## src/spi_pin_baud_regs.svh

```systemverilog
/*
 Register offsets, field positions and reset values of the
 SPI pin-mode and bit-rate control block. Assumes an APB slave with
 32-bit data, one aligned word per register.
*/
`ifndef SPI_PIN_BAUD_REGS_SVH
`define SPI_PIN_BAUD_REGS_SVH

// Register byte addresses
`define CTRL_TWO_OFFSET 12'h000
`define BIT_RATE_OFFSET 12'h004
`define MODE_CTRL_OFFSET 12'h008
`define PIN_STATUS_OFFSET 12'h00c

// Control-two field positions
`define CT_FAULT_EN_BIT 4
`define CT_SHARED_OE_BIT 3
`define CT_HALT_WAIT_BIT 1
`define CT_SINGLE_WIRE_BIT 0
`define CT_WRITE_MASK 8'h1b

// Bit-rate field positions
`define BR_PRESCALE_LSB 4
`define BR_RATE_LSB 0
`define BR_WRITE_MASK 8'h77

// Mode-control field positions
`define MC_CONTROLLER_BIT 0
`define MC_SEL_DRIVE_BIT 1
`define MC_WRITE_MASK 8'h03

// Reset values
`define CTRL_TWO_RESET 8'h00
`define BIT_RATE_RESET 8'h00
`define MODE_CTRL_RESET 8'h00

`endif

```

## src/spi_pin_baud_pkg.sv

```systemverilog
/*
 Types of the SPI pin-mode and bit-rate block. Assumes the constants
 header is compiled alongside.
*/
package spi_pin_baud_pkg;

   // Pin roles of the slave-select pin
   typedef enum logic [1:0] {
      SEL_TARGET_IN = 2'b00,
      SEL_RELEASED = 2'b01,
      SEL_FAULT_IN = 2'b11,
      SEL_DRIVE_OUT = 2'b10
   } sel_role_t;

   // Output enables and levels toward one pad
   typedef struct packed {
      logic out;
      logic oe_n;
      logic spi_owned;
   } pad_ctrl_t;

   // Settings handed to the divider
   typedef struct packed {
      logic [2:0] prescale_select;
      logic [2:0] rate_divisor_select;
   } rate_cfg_t;

endpackage : spi_pin_baud_pkg

```

## src/spi_pin_baud_ctrl.sv

```systemverilog
/*
 SPI pin-mode and bit-rate control: APB registers, pad steering for
 select and data pins, wait-mode clock gating and the bit-rate divider.
 Assumes the shifter and status logic sit outside and use the pad
 control, bit tick and clock run outputs.
*/
`include "spi_pin_baud_regs.svh"

module spi_pin_baud_ctrl (
   // Clock and reset
   input wire logic i_core_clk,
   input wire logic i_arst_n,
   // APB slave
   input wire logic i_psel,
   input wire logic i_penable,
   input wire logic i_pwrite,
   input wire logic [11:0] i_paddr,
   input wire logic [31:0] i_pwdata,
   input wire logic [3:0] i_pstrb,
   output logic [31:0] o_prdata,
   output logic o_pready,
   output logic o_pslverr,
   // System state
   input wire logic i_wait_mode,
   // Shifter side
   input wire logic i_ser_out,
   input wire logic i_sel_out,
   output logic o_ser_in,
   output logic o_sel_in_n,
   output logic o_mode_fault_in_n,
   output logic o_clk_run,
   output logic o_bit_tick,
   output logic o_bit_clk,
   output logic o_controller_select,
   // Controller-out/target-in pad
   input wire logic i_cotin_pad,
   output logic o_cotin_out,
   output logic o_cotin_oe_n,
   output logic o_cotin_spi,
   // Controller-in/target-out pad
   input wire logic i_citout_pad,
   output logic o_citout_out,
   output logic o_citout_oe_n,
   output logic o_citout_spi,
   // Slave-select pad
   input wire logic i_sel_pad,
   output logic o_sel_out,
   output logic o_sel_oe_n,
   output logic o_sel_spi
);
   logic [7:0] ctrl_two_reg;
   logic [7:0] bit_rate_reg;
   logic [7:0] mode_ctrl_reg;
   logic [2:0] sel_sync_reg;
   logic [2:0] cotin_sync_reg;
   logic [2:0] citout_sync_reg;
   logic sel_clean_reg;
   logic cotin_clean_reg;
   logic citout_clean_reg;
   spi_pin_baud_pkg::sel_role_t sel_role;
   spi_pin_baud_pkg::pad_ctrl_t cotin_pad;
   spi_pin_baud_pkg::pad_ctrl_t citout_pad;
   spi_pin_baud_pkg::pad_ctrl_t sel_pad;
   spi_pin_baud_pkg::rate_cfg_t rate_cfg;
   logic [7:0] rd_byte;
   logic pre_tick;

   // APB decode; every access finishes in its first access cycle
   wire wr_en = i_psel & i_penable & i_pwrite;
   wire hit_ct = (i_paddr == `CTRL_TWO_OFFSET);
   wire hit_br = (i_paddr == `BIT_RATE_OFFSET);
   wire hit_mc = (i_paddr == `MODE_CTRL_OFFSET);
   wire hit_ps = (i_paddr == `PIN_STATUS_OFFSET);
   wire mapped = hit_ct | hit_br | hit_mc | hit_ps;
   wire lane0 = i_pstrb[0];
   assign o_pready = 1'b1;
   assign o_pslverr = i_psel & i_penable & ~mapped;

   // Named control bits
   wire controller = mode_ctrl_reg[`MC_CONTROLLER_BIT];
   wire sel_drive_en = mode_ctrl_reg[`MC_SEL_DRIVE_BIT];
   wire fault_detect_enable = ctrl_two_reg[`CT_FAULT_EN_BIT];
   wire shared_pin_drive_enable = ctrl_two_reg[`CT_SHARED_OE_BIT];
   wire halt_in_wait = ctrl_two_reg[`CT_HALT_WAIT_BIT];
   wire single_wire_select = ctrl_two_reg[`CT_SINGLE_WIRE_BIT];
   assign o_controller_select = controller;

   // Register writes; byte lane 0 only, masks keep empty bits at zero
   always_ff @(posedge i_core_clk or negedge i_arst_n) begin
      if (!i_arst_n) begin
         ctrl_two_reg <= `CTRL_TWO_RESET;
         bit_rate_reg <= `BIT_RATE_RESET;
         mode_ctrl_reg <= `MODE_CTRL_RESET;
      end else if (wr_en && lane0) begin
         if (hit_ct) ctrl_two_reg <= i_pwdata[7:0] & `CT_WRITE_MASK;
         if (hit_br) bit_rate_reg <= i_pwdata[7:0] & `BR_WRITE_MASK;
         if (hit_mc) mode_ctrl_reg <= i_pwdata[7:0] & `MC_WRITE_MASK;
      end
   end

   // Read mux; status word shows cleaned pad levels and the select role
   assign rd_byte = hit_ct ? (ctrl_two_reg & `CT_WRITE_MASK) :
      hit_br ? (bit_rate_reg & `BR_WRITE_MASK) :
      hit_mc ? mode_ctrl_reg :
      hit_ps ? {3'h0, sel_role, citout_clean_reg, cotin_clean_reg, sel_clean_reg} :
      8'h00;

   // Read data registered at the setup cycle so it stands in the access cycle
   always_ff @(posedge i_core_clk or negedge i_arst_n) begin
      if (!i_arst_n) begin
         o_prdata <= 32'h0000_0000;
      end else if (i_psel && !i_penable && !i_pwrite) begin
         o_prdata <= {24'h00_0000, rd_byte};
      end
   end

   // Pad inputs pass three flops; a change counts once the last two agree
   always_ff @(posedge i_core_clk or negedge i_arst_n) begin
      if (!i_arst_n) begin
         sel_sync_reg <= 3'b111;
         cotin_sync_reg <= 3'b000;
         citout_sync_reg <= 3'b000;
      end else begin
         sel_sync_reg <= {sel_sync_reg[1:0], i_sel_pad};
         cotin_sync_reg <= {cotin_sync_reg[1:0], i_cotin_pad};
         citout_sync_reg <= {citout_sync_reg[1:0], i_citout_pad};
      end
   end

   // Agreement filter on stages two and three only
   always_ff @(posedge i_core_clk or negedge i_arst_n) begin
      if (!i_arst_n) begin
         sel_clean_reg <= 1'b1;
         cotin_clean_reg <= 1'b0;
         citout_clean_reg <= 1'b0;
      end else begin
         if (sel_sync_reg[1] == sel_sync_reg[2]) sel_clean_reg <= sel_sync_reg[2];
         if (cotin_sync_reg[1] == cotin_sync_reg[2]) cotin_clean_reg <= cotin_sync_reg[2];
         if (citout_sync_reg[1] == citout_sync_reg[2]) citout_clean_reg <= citout_sync_reg[2];
      end
   end

   // Select pin role; target ignores the fault enable
   assign sel_role = !controller ? spi_pin_baud_pkg::SEL_TARGET_IN :
      !fault_detect_enable ? spi_pin_baud_pkg::SEL_RELEASED :
      sel_drive_en ? spi_pin_baud_pkg::SEL_DRIVE_OUT :
      spi_pin_baud_pkg::SEL_FAULT_IN;

   // Select pad steering; released pin stays undriven and unsampled
   assign sel_pad.spi_owned = (sel_role != spi_pin_baud_pkg::SEL_RELEASED);
   assign sel_pad.oe_n = (sel_role != spi_pin_baud_pkg::SEL_DRIVE_OUT);
   assign sel_pad.out = i_sel_out;
   assign o_sel_in_n = (sel_role == spi_pin_baud_pkg::SEL_TARGET_IN) ? sel_clean_reg : 1'b1;
   assign o_mode_fault_in_n =
      (sel_role == spi_pin_baud_pkg::SEL_FAULT_IN) ? sel_clean_reg : 1'b1;

   // Data pads: four-wire roles, or one shared pin per role in single wire
   wire use_cotin = !single_wire_select | controller;
   wire use_citout = !single_wire_select | !controller;
   wire shared_drive = single_wire_select & shared_pin_drive_enable;
   assign cotin_pad.spi_owned = use_cotin;
   assign cotin_pad.oe_n = single_wire_select ? !(controller & shared_drive) : !controller;
   assign cotin_pad.out = i_ser_out;
   assign citout_pad.spi_owned = use_citout;
   assign citout_pad.oe_n = single_wire_select ? !(!controller & shared_drive) : controller;
   assign citout_pad.out = i_ser_out;

   // Serial input pin: shared pin in single wire, else the role's input pad
   assign o_ser_in = single_wire_select ? (controller ? cotin_clean_reg : citout_clean_reg) :
      (controller ? citout_clean_reg : cotin_clean_reg);

   // Pad outputs; data levels come from the registered shifter side
   assign o_cotin_out = cotin_pad.out;
   assign o_cotin_oe_n = cotin_pad.oe_n;
   assign o_cotin_spi = cotin_pad.spi_owned;
   assign o_citout_out = citout_pad.out;
   assign o_citout_oe_n = citout_pad.oe_n;
   assign o_citout_spi = citout_pad.spi_owned;
   assign o_sel_out = sel_pad.out;
   assign o_sel_oe_n = sel_pad.oe_n;
   assign o_sel_spi = sel_pad.spi_owned;

   // Clock run enable: stopping in wait also freezes the divider
   assign o_clk_run = !(halt_in_wait & i_wait_mode);

   // Live fields: a rate change mid-transfer applies at once to the running counts
   assign rate_cfg.prescale_select = bit_rate_reg[`BR_PRESCALE_LSB +: 3];
   assign rate_cfg.rate_divisor_select = bit_rate_reg[`BR_RATE_LSB +: 3];

   // Prescale stage
   spi_prescaler u_prescaler (
      .i_core_clk(i_core_clk),
      .i_arst_n(i_arst_n),
      .i_run(o_clk_run & controller),
      .i_prescale_select(rate_cfg.prescale_select),
      .o_tick(pre_tick)
   );

   // Rate divider stage feeding the bit clock
   spi_rate_divider u_rate_divider (
      .i_core_clk(i_core_clk),
      .i_arst_n(i_arst_n),
      .i_tick(pre_tick),
      .i_rate_divisor_select(rate_cfg.rate_divisor_select),
      .o_bit_tick(o_bit_tick),
      .o_bit_clk(o_bit_clk)
   );
endmodule : spi_pin_baud_ctrl

```

## src/spi_prescaler.sv

```systemverilog
/*
 Prescale stage: one enable pulse every prescale_select+1 cycles.
 Assumes one core clock and an active low asynchronous reset.
*/
module spi_prescaler (
   // Clock and reset
   input wire logic i_core_clk,
   input wire logic i_arst_n,
   // Control
   input wire logic i_run,
   input wire logic [2:0] i_prescale_select,
   // Output
   output logic o_tick
);
   logic [2:0] count_reg;
   logic [2:0] count_next;
   wire at_end = (count_reg >= i_prescale_select); // Tolerates live changes

   // Count wraps at field value, so divisor is field plus one
   assign count_next = at_end ? 3'h0 : count_reg + 3'h1;
   assign o_tick = i_run & at_end;

   // Holds while stopped
   always_ff @(posedge i_core_clk or negedge i_arst_n) begin
      if (!i_arst_n) begin
         count_reg <= 3'h0;
      end else if (i_run) begin
         count_reg <= count_next;
      end
   end
endmodule : spi_prescaler

```

## src/spi_rate_divider.sv

```systemverilog
/*
 Rate divider: halves its input tick rate 1 to 8 times, giving divisors
 2 to 256. Output toggles a bit clock and pulses once per bit period.
*/
module spi_rate_divider (
   // Clock and reset
   input wire logic i_core_clk,
   input wire logic i_arst_n,
   // Control
   input wire logic i_tick,
   input wire logic [2:0] i_rate_divisor_select,
   // Output
   output logic o_bit_tick,
   output logic o_bit_clk
);
   logic [7:0] count_reg;
   logic bit_clk_reg;
   logic [7:0] limit;
   wire at_end;

   // Limit of 2^(n+1)-1 ticks per bit period
   // Shift amount widened so code seven reaches 256 instead of wrapping
   assign limit = 8'(({1'b0, 8'h01} << ({1'b0, i_rate_divisor_select} + 4'h1)) - 9'h001);
   assign at_end = i_tick & (count_reg >= limit);
   assign o_bit_tick = at_end;
   assign o_bit_clk = bit_clk_reg;

   // Half-period toggle at mid count gives a square bit clock
   always_ff @(posedge i_core_clk or negedge i_arst_n) begin
      if (!i_arst_n) begin
         count_reg <= 8'h00;
         bit_clk_reg <= 1'b0;
      end else if (i_tick) begin
         count_reg <= at_end ? 8'h00 : count_reg + 8'h01;
         if (at_end || count_reg == (limit >> 1)) begin
            bit_clk_reg <= ~bit_clk_reg;
         end
      end
   end
endmodule : spi_rate_divider

```

## config.mk

```make
export PLATFORM = sky130hd
export DESIGN_NAME = spi_pin_baud_ctrl
export DESIGN_NICKNAME = d
export VERILOG_FILES = /design/src/spi_pin_baud_pkg.sv /design/src/spi_pin_baud_ctrl.sv /design/src/spi_prescaler.sv /design/src/spi_rate_divider.sv
export VERILOG_INCLUDE_DIRS = /design/src /design/src/src
export SDC_FILE = /design/constraint.sdc
export NUM_CORES = 1
export LEC_CHECK = 0
export ABC_AREA = 1
export BUFFER_PORTS_ARGS = -buffer_cell sky130_fd_sc_hd__buf_2
export CAP_MARGIN = 20
export CORE_MARGIN = 3
export CORE_UTILIZATION = 41
export DETAILED_ROUTE_END_ITERATION = 16
export PLACE_DENSITY_LB_ADDON = 0.12
export SLEW_MARGIN = 15
export SYNTH_ARGS = -nofsm -noshare
export SYNTH_HDL_FRONTEND = slang
export SYNTH_SLANG_ARGS = --single-unit
```

## constraint.sdc

```tcl
create_clock -name i_core_clk -period 6 [get_ports i_core_clk]
set_clock_uncertainty 0.1 [all_clocks]
set_input_delay 1.2 -clock i_core_clk [delete_from_list [all_inputs] [get_ports i_core_clk]]
set_output_delay 1.2 -clock i_core_clk [all_outputs]
set_load 0.02 [all_outputs]
```

# == Yosys cells after proc, flatten, opt, wreduce, memory -nomap -nowiden ==
# Index checks and enable logic that the tools add are counted.
# W data, S select, Z words.
# word_totals
out_inout_bits,50
latch_bits,0
memories,0
mem_bits_ro,0
elab_cells,80
ff_bits,44
inputBits,59
mem_bits_rw,0
# op_classes
muxes,16
n_mul,0
addsub,4
bitwise_logic,17
reduce_logical,17
eq_ne,10
n_div,0
shifts,1
magnitude_cmp,2
# op_table
cell,count
$eq A12 B4 Y1 const B,2
$mux W7,2
$eq A12 B3 Y1 const B,1
$logic_not A12 Y1,1
$and A1 B1 Y1,10
$mux W5,2
$add A8 B1 Y8 const B,1
$eq A8 B7 Y1,1
$ge A8 B8 Y1,1
$mux W1,8
$mux W8,1
$reduce_and A2 Y1,4
$shl A1 B4 Y8 const A,1
$sub A8 B1 Y8 const B,1
$logic_not A1 Y1,7
$or A1 B1 Y1,5
$add A3 B1 Y4 const B,1
$mux W2,2
$add A3 B1 Y3 const B,1
$eq A1 B1 Y1,3
$ge A3 B3 Y1,1
$logic_and A1 B1 Y1,3
$mux W3,1
$eq A2 B2 Y1 const B,1
other kinds (5),6

# == Longest topological paths before layout ==
# Gate-level depths: netlist (run 1).
# logic_depth
word_depth,7
ltp_mapped,15
mapped_depth_nobuf,14

# == Hierarchy ==
# From an unflattened synthesis (run 1), not the netlist that was laid out.
# hier_totals
cells_unflattened,359
hier_area_um2,2756.4
# by_module_without_submodules
module,seq_area_each_um2,cells_each,area_per_inst_um2,instances
spi_pin_baud_ctrl,780.7,196,1702.9,1
spi_rate_divider,225.2,131,823.3,1
spi_prescaler,75.1,32,230.2,1

# == Worst setup path before layout (run 1) ==
# Ideal clock, no wire load.
# synth_path
path_kind,input to output
startpoint,input port i_wait_mode
endpoint,output port o_bit_tick
path_slack_ns,2.880
stages,5
path_buffers,0
t_required_ns,4.700
t_arrival_ns,1.820
cell_sequence,a21oi_4 > nand2_4 > clkinv_4 > nand2_4 > inv_1
# synth_between
elab_chain_len,5
# synth_lines
item,line,text
start: declaration,spi_pin_baud_ctrl.sv:24,"input wire logic i_wait_mode,"
$and A1 B1 Y1,spi_pin_baud_ctrl.sv:184,assign o_clk_run = !(halt_in_wait & i_wait_mode);
$logic_not A1 Y1,spi_pin_baud_ctrl.sv:184,
$and A1 B1 Y1,spi_pin_baud_ctrl.sv:194,".i_run(o_clk_run & controller),"
$and A1 B1 Y1,spi_prescaler.sv:21,assign o_tick = i_run & at_end;
$and A1 B1 Y1,spi_rate_divider.sv:24,assign at_end = i_tick & (count_reg >= limit);
end: declaration,spi_pin_baud_ctrl.sv:32,"output logic o_bit_tick,"
# Every way passes these cells.

# == Final worst setup path (run 1) ==
# layout_path
startpoint,register bit_rate_reg[2]
endpoint,output port o_bit_tick
# layout_between
elab_chain_len,5
# layout_lines
item,line,text
start: declaration,spi_pin_baud_ctrl.sv:52,logic [7:0] bit_rate_reg;
start signal: assignment,spi_pin_baud_ctrl.sv:92,bit_rate_reg <= `BIT_RATE_RESET;
start signal: assignment,spi_pin_baud_ctrl.sv:96,if (hit_br) bit_rate_reg <= i_pwdata[7:0] & `BR_WRITE_MASK;
$add A3 B1 Y4,spi_rate_divider.sv:23,"assign limit = 8'(({1'b0, 8'h01} << ({1'b0, i_rate_divisor_select} + 4'h1)) - 9'h001);"
$shl A1 B4 Y8,spi_rate_divider.sv:23,
$sub A8 B1 Y8,spi_rate_divider.sv:23,
$ge A8 B8 Y1,spi_rate_divider.sv:24,
$and A1 B1 Y1,spi_rate_divider.sv:24,
# Every way passes these cells.

==> results.yml, run 1 <==
status:
  outcome: "finished clean"
synthesis:
  yosys.cell_types.count: 34
  synth-edff-count: 0
  netlist.area_leader.share_pct: 35.2
  async_reset_ff_share_pct: 100
  seq_area_frac_synth_pct: 39.0
  syn-cell-area_um2: 2770
  ys.flop_type: "dfrtp_1"
  ys_warn_count: 0
  yosysTopAreaCell: "dfrtp_1"
  ys_ff_latch: 43
  synth_cells: 352
  synthTopCellsByArea: "dfrtp_1 (35%), nand2_1 (12%), buf_4 (8.4%), inv_1 (6.8%), ha_1 (5.9%)"
  synth.avg_cell_area_um2: 7.87
setup_path:
  crit_fanout: 10
  r2r_setup_slack_ns: 3.95
  crit_chain: "inv_1 -> nand2_1 -> inv_1 -> ha_1 -> a21oi_1 -> nand2_1 -> nand2_1 -> nand2_1 -> nand2_4 -> inv_1 -> buf_2"
  worst_path_max_delay_cell: "dfrtp_1"
  r2r-end: "u_rate_divider.o_bit_clk"
  critical_path_buf_inv_count: 4
  critPathKind: "reg2out"
  cp-start-kind: "register"
  worst_ep_required_time_ns: 4.70
  critPathMostFrequentCell: "nand2_1"
  worst_ep_arrival_time_ns: 2.20
  slowest_delay_ns: 0.56
  r2r_cells: 12
  crit_family: "flip-flops"
  cp-end-kind: "output pin"
  r2r_start: "bit_rate_reg[2]"
timing:
  min_period_ns: 3.50
  grt_setup_unrepaired: "no"
  whs_ns: 0.254
  finalHoldViolations: 0
  setup_slack_ns: 2.50
  slew_viol_final: 0
  fin_crit_sh_pct: 58.3
  clock.fmax_mhz: 286
  finalSetupTns_ns: 0
  setup_violations: 0
clocking:
  cts_buffer_depth: 2
  cts_resized: 0
  cts-root-buf: "clkbuf_8"
  cts_hold_buf: 0
  clock_latency_ns: 0.30
  postCtsSetupRepairBufs: 0
  path_clk_slew_ns: 0.09
  cts_sinks: 43
  numCtsBuffers: 5
  htreeDepth: 2
  cts_tree: "yes"
cells_and_area:
  largest_reg_flops: 8
  area_delta_synth_final_pct: 12.3
  diodes: 0
  drive_gt1_share_pct: 19.9
  final_nets: 473
  fill_cells: 667
route:
  drt_iter0_drc: 134
  vias_per_cell: 4.62
  num_vias: 2215
  drcViolationCount: 0
  ant_nets: 0
  drtPass1Iterations: 4
  drt-total-wl_um: 5650
  routedWlPerCell_um: 11.8
die:
  die_w_um: 88.2
  io_pins: 109
  core_um2: 6460
  dieArea_um2: 7780
  die_h_um: 88.2
  floorplan.initialDensity_pct: 42.9
  std_cell_rows: 29
power_and_ir_drop:
  p_leak_nw: 1.80
  vdd_drop_max_mv: 0.108
  power_density_nw_per_um2: 203
global_routing:
  grt_max_degree: 44
  antenna_found_initial: 0
  grt-ovfl-total: 0
  grt_pass1_vias: 2117
  grt_pass1_wl_um: 9780
  grt.total_usage_pct: 15.9
placement:
  dp_hpwl_um: 4440
  io_buffers: 49
  gp_congestion: 0.857
  pre_cts_slack_ns: 2.58
min_path:
  min_from: "citout_sync_reg[0]"
  worst_hold_path_type: "reg2reg"
  hold_end: "citout_sync_reg[1]"
  hold_depth: 0
flow_run:
  max_cap_violations: 0
-- cell families after synthesis --
logic type | share of synthesized area, %
XOR/XNOR | 1.58
flip-flops | 39.0
AO/OA/AOI/OAI | 8.31
AND/OR/NAND/NOR | 26.9
buffers and inverters | 16.4
other | 0.271
adder cells (fa/ha/maj) | 6.96
multiplexers | 0.542
-- synth_stat cells (2+ instances only) --
master    count
nor3_1        5
maj3_1        3
buf_4        31
nand2_4       4
nand3_1      27
nor2_4        3
xor2_1        4
conb_1        2
nand3b_1      2
nand4_1       3
inv_1        50
a21oi_1      13
dfrtp_1      39
o21ai_1       4
o31ai_1       3
nor2_1       23
nand2_1      87
buf_6         2
dfstp_2       4
ha_1         13
o21ai_0      16
nand2_2       2
-- worst register-to-register path, delay by kind of cell (launching register included) --
family | cells | cell delay [ns]
AOI/OAI and AO/OA | 1 | 0.15
adders and majority gates | 1 | 0.28
buffers and inverters | 2 | 0.23
DFF | 1 | 0.56
and+or+nand+nor | 8 | 0.61
-- worst max path at each step --
stage	slack (ns)	depth (start not counted)	end	start
finish	2.50	11	o_bit_tick	bit_rate_reg[2]
global route	2.25	13	o_bit_tick	bit_rate_reg[2]
CTS	2.48	11	o_bit_tick	bit_rate_reg[2]
detailed placement	2.58	7	o_bit_tick	i_wait_mode
global placement	2.58	7	o_bit_tick	i_wait_mode
floorplan	2.88	5	o_bit_tick	i_wait_mode
-- stage by stage --
| stage | instances | power (mW) | utilization, % | cell area [µm²] |
|---|---|---|---|---|
| detailed placement | 470 | 0.355 | 45.7 | 2950 |
| global placement | 470 | 0.355 | 45.7 | 2950 |
| finish | 479 | 0.630 | 48.2 | 3110 |
| CTS | 478 | 0.638 | 47.8 | 3090 |
| floorplan | 377 | 0.349 | - | 2860 |
| global route | 479 | 0.657 | 48.2 | 3110 |
-- where the power goes --
group	switching [mW]	internal, mW	leakage [nW]
sequential	0.00315	0.296	0.511
combinational	0.0369	0.0143	1.22
clock	0.111	0.169	0.0703
-- placed cells by master, fill, tap and decap left out, drive strengths merged, types with 13 or more instances in the layout --
cell and n:
nand2 93, inv 52, buf 50, dfrtp 39, nand3 28, nor2 28
conb 27, o21ai 20, a21oi 14, ha 13
-- final cells by class --
cell class                 instances  area, µm²  area share [%]
clock buffer                       5       68.8            2.21
clock inverter                     3       71.3            2.29
inverter                          52        200            6.44
multi-input combinational        249       1330            42.7
sequential                        43       1080            34.8
tap                               77       96.3            3.10
timing repair buffer              50        265            8.53
-- metal layers --
| layer | routed length, µm | global-route usage (%) | vias to the layer above |
|---|---|---|---|
| met3 | 274 | 2.92 | 7 |
| met2 | 2440 | 24.1 | 51 |
| met4 | 71 | 4.81 | 0 |
| met5 | 0 | 0 | - |
| li1 | - | - | 1152 |
| met1 | 2860 | 23.1 | 1005 |
No activity file was read; power rests on OpenSTA's default activity.
==> inputs of run 2 (changes only) <==
- ABC_AREA: 1 -> 0
- clock period: 6 -> 3.3 ns (I/O delays scaled with it)
==> run 2 against run 1 <==
  * Global-route usage down 0.57 points
  * Flip-flop and latch count unchanged
  * Clock-buffer cell count is 2 higher
==> results.yml, run 2 <==
cells_and_area:
  final_nets: 378
  diodes: 0
  final_common_cell: "buf_2"
  fill_cells: 602
  layout_common_cells: "buf_2 (49), dfrtp_1 (38), conb_1 (27), nand2_1 (24), o21ai_0 (21)"
  drive_gt1_share_pct: 27.7
  area_delta_synth_final_pct: 10.5
  largest_reg_flops: 8
clocking:
  cts_resized: 0
  numCtsBuffers: 5
  clock_latency_ns: 0.29
  path_clk_slew_ns: 0.08
  cts_sinks: 43
  postCtsSetupRepairBufs: 0
  cts_tree: "yes"
  cts_buffer_depth: 2
  htreeDepth: 2
  cts-root-buf: "clkbuf_8"
  cts_hold_buf: 0
route:
  ant_nets: 0
  drt-total-wl_um: 5290
  vias_per_cell: 5.07
  drtPass1Iterations: 4
  drcViolationCount: 0
  num_vias: 1938
  routedWlPerCell_um: 13.8
  drt_iter0_drc: 40
synthesis:
  synth_cells: 264
  ys.flop_type: "dfrtp_1"
  yosysMostFrequentCell: "dfrtp_1"
  seq_area_frac_synth_pct: 41.2
  async_reset_ff_share_pct: 100
  synth_top_family_by_area: "simple AND/OR/NAND/NOR gates"
  synthTopCellsByArea: "dfrtp_1 (37%), buf_4 (8.3%), ha_1 (6.2%), mux2_4 (5.7%), dfstp_2 (4.0%)"
  netlist.area_leader.share_pct: 37.2
  yosys.cell_types.count: 50
  synth_mux_area_share_pct: 9.49
  synth_compound_area_share_pct: 12.3
  yosys.area_share.simple_pct: 16.8
  synth-edff-count: 0
  synth_common_cells: "dfrtp_1 (39), buf_4 (29), nand2_1 (24)"
  yosysTopAreaCell: "dfrtp_1"
  ys_ff_latch: 43
  synth.avg_cell_area_um2: 9.94
  yosys.area_share.xor_xnor_pct: 0.667
  synthAdderAreaFrac_pct: 7.34
  syn-cell-area_um2: 2630
  ys_warn_count: 0
setup_path:
  worst_ep_arrival_time_ns: 2.25
  r2r_setup_slack_ns: 0.55
  crit_family: "flip-flops"
  worst_ep_required_time_ns: 2.54
  critical_path_buf_inv_count: 1
  cp-end-kind: "output pin"
  critPathKind: "reg2out"
  cp-start-kind: "register"
  worst_path_max_delay_cell: "dfrtp_1"
  crit_fanout: 18
  crit_chain: "nor3_1 -> ha_1 -> a2111oi_2 -> o31ai_1 -> nor2b_1 -> buf_2"
  slowest_delay_ns: 0.56
min_path:
  worst_hold_path_type: "in2async"
global_routing:
  antenna_found_initial: 0
  grt_pass1_wl_um: 8870
  met2_usage_pct: 23.5
  grt_pass1_vias: 1827
  grt-ovfl-total: 0
  grt_max_degree: 44
  grt_use_met1_pct: 21.3
  grt.total_usage_pct: 15.3
  grt_most_used_layer: "met2"
  grt_use_met3_pct: 3.46
die:
  die_h_um: 86.0
  dieArea_um2: 7400
  std_cell_rows: 28
  floorplan.initialDensity_pct: 43.3
  die_w_um: 86.0
  io_pins: 109
  core_um2: 6060
placement:
  gp_congestion: 0.830
  dp_hpwl_um: 3900
  io_buffers: 49
status:
  outcome: "finished clean"
power_and_ir_drop:
  power_density_nw_per_um2: 332
  p_leak_nw: 1.39
  vdd_drop_max_mv: 0.223
timing:
  fin_crit_sh_pct: 91.3
  finalHoldViolations: 0
  min_period_ns: 3.01
  finalSetupTns_ns: 0
  clock.fmax_mhz: 332
  whs_ns: 0.158
  grt_setup_unrepaired: "no"
  slew_viol_final: 0
  setup_violations: 0
flow_run:
  max_cap_violations: 0
## run 2: cell types whose count changed after synthesis, sizes merged, moves of 12 or more
cell / previous run / this run
nand2: 93 / 24
inv: 51 / 10
nand3: 28 / 6
nor2: 28 / 10
mux2: 1 / 13
nand2b: 0 / 12
## run 2: worst reg2reg max path: stages, from the launching register on
cell and delay [ns]:
dfrtp_1 0.56, nor3_1 0.33, ha_1 0.30, a2111oi_2 0.29, o31ai_1 0.17, buf_4 0.19
or3_1 0.43, nand2b_1 0.19, o21ai_1 0.11
## run 2: final timing paths
kind	startpoint	endpoint	depth (start not counted)
worst min register to register	citout_sync_reg[0]	citout_sync_reg[1]	0
worst max-delay path	bit_rate_reg[1]	o_bit_tick	6
worst min-delay path	i_arst_n	u_rate_divider.count_reg[3]	1
worst max register to register	bit_rate_reg[1]	u_rate_divider.count_reg[5]	8
max in group asynchronous	i_arst_n	bit_rate_reg[2]	2
min in group i_core_clk	citout_sync_reg[0]	citout_sync_reg[1]	0
## run 2: through the flow
stage	instances	cell area (µm²)	utilization [%]	total power [mW]	worst slack [ns]
CTS	381	2880	47.5	0.972	0.237
global route	382	2900	47.9	1.01	0.0551
floorplan	289	2720	-	0.636	0.213
global placement	373	2800	46.2	0.645	0.573
detailed placement	373	2800	46.2	0.647	0.578
finish	382	2900	47.9	0.962	0.288
## run 2: area by class of cell
class,count,area (µm²),area share [%]
multi-input cells,194,1330,45.7
flip-flops and latches,43,1080,37.3
repair buffers,52,280,9.66
well taps,75,93.8,3.24
clock inverters,1,5.00,0.173
clock buffers,7,76.3,2.63
inverters,10,37.5,1.29
## run 2: kinds of logic after synthesis
| group | count (synthesis) |
|---|---|
| buffers and inverters | 52 |
| multiplexers | 17 |
| AO/OA/AOI/OAI | 51 |
| adder cells (fa/ha/maj) | 16 |
| flip-flops | 43 |
| AND/OR/NAND/NOR | 81 |
| XOR/XNOR | 2 |
| other | 2 |
## run 2: layer usage
| layer | part of all wire [%] | wire [µm] |
|---|---|---|
| met5 | 0 | 0 |
| met1 | 47 | 2490 |
| met2 | 45 | 2380 |
| met3 | 6.4 | 341 |
| met4 | 1.4 | 76 |
## run 2: where the power goes
part	switching, mW	leakage [nW]	internal [mW]
combinational	0.0629	0.778	0.0297
sequential	0.00741	0.567	0.539
clock	0.174	0.0422	0.149
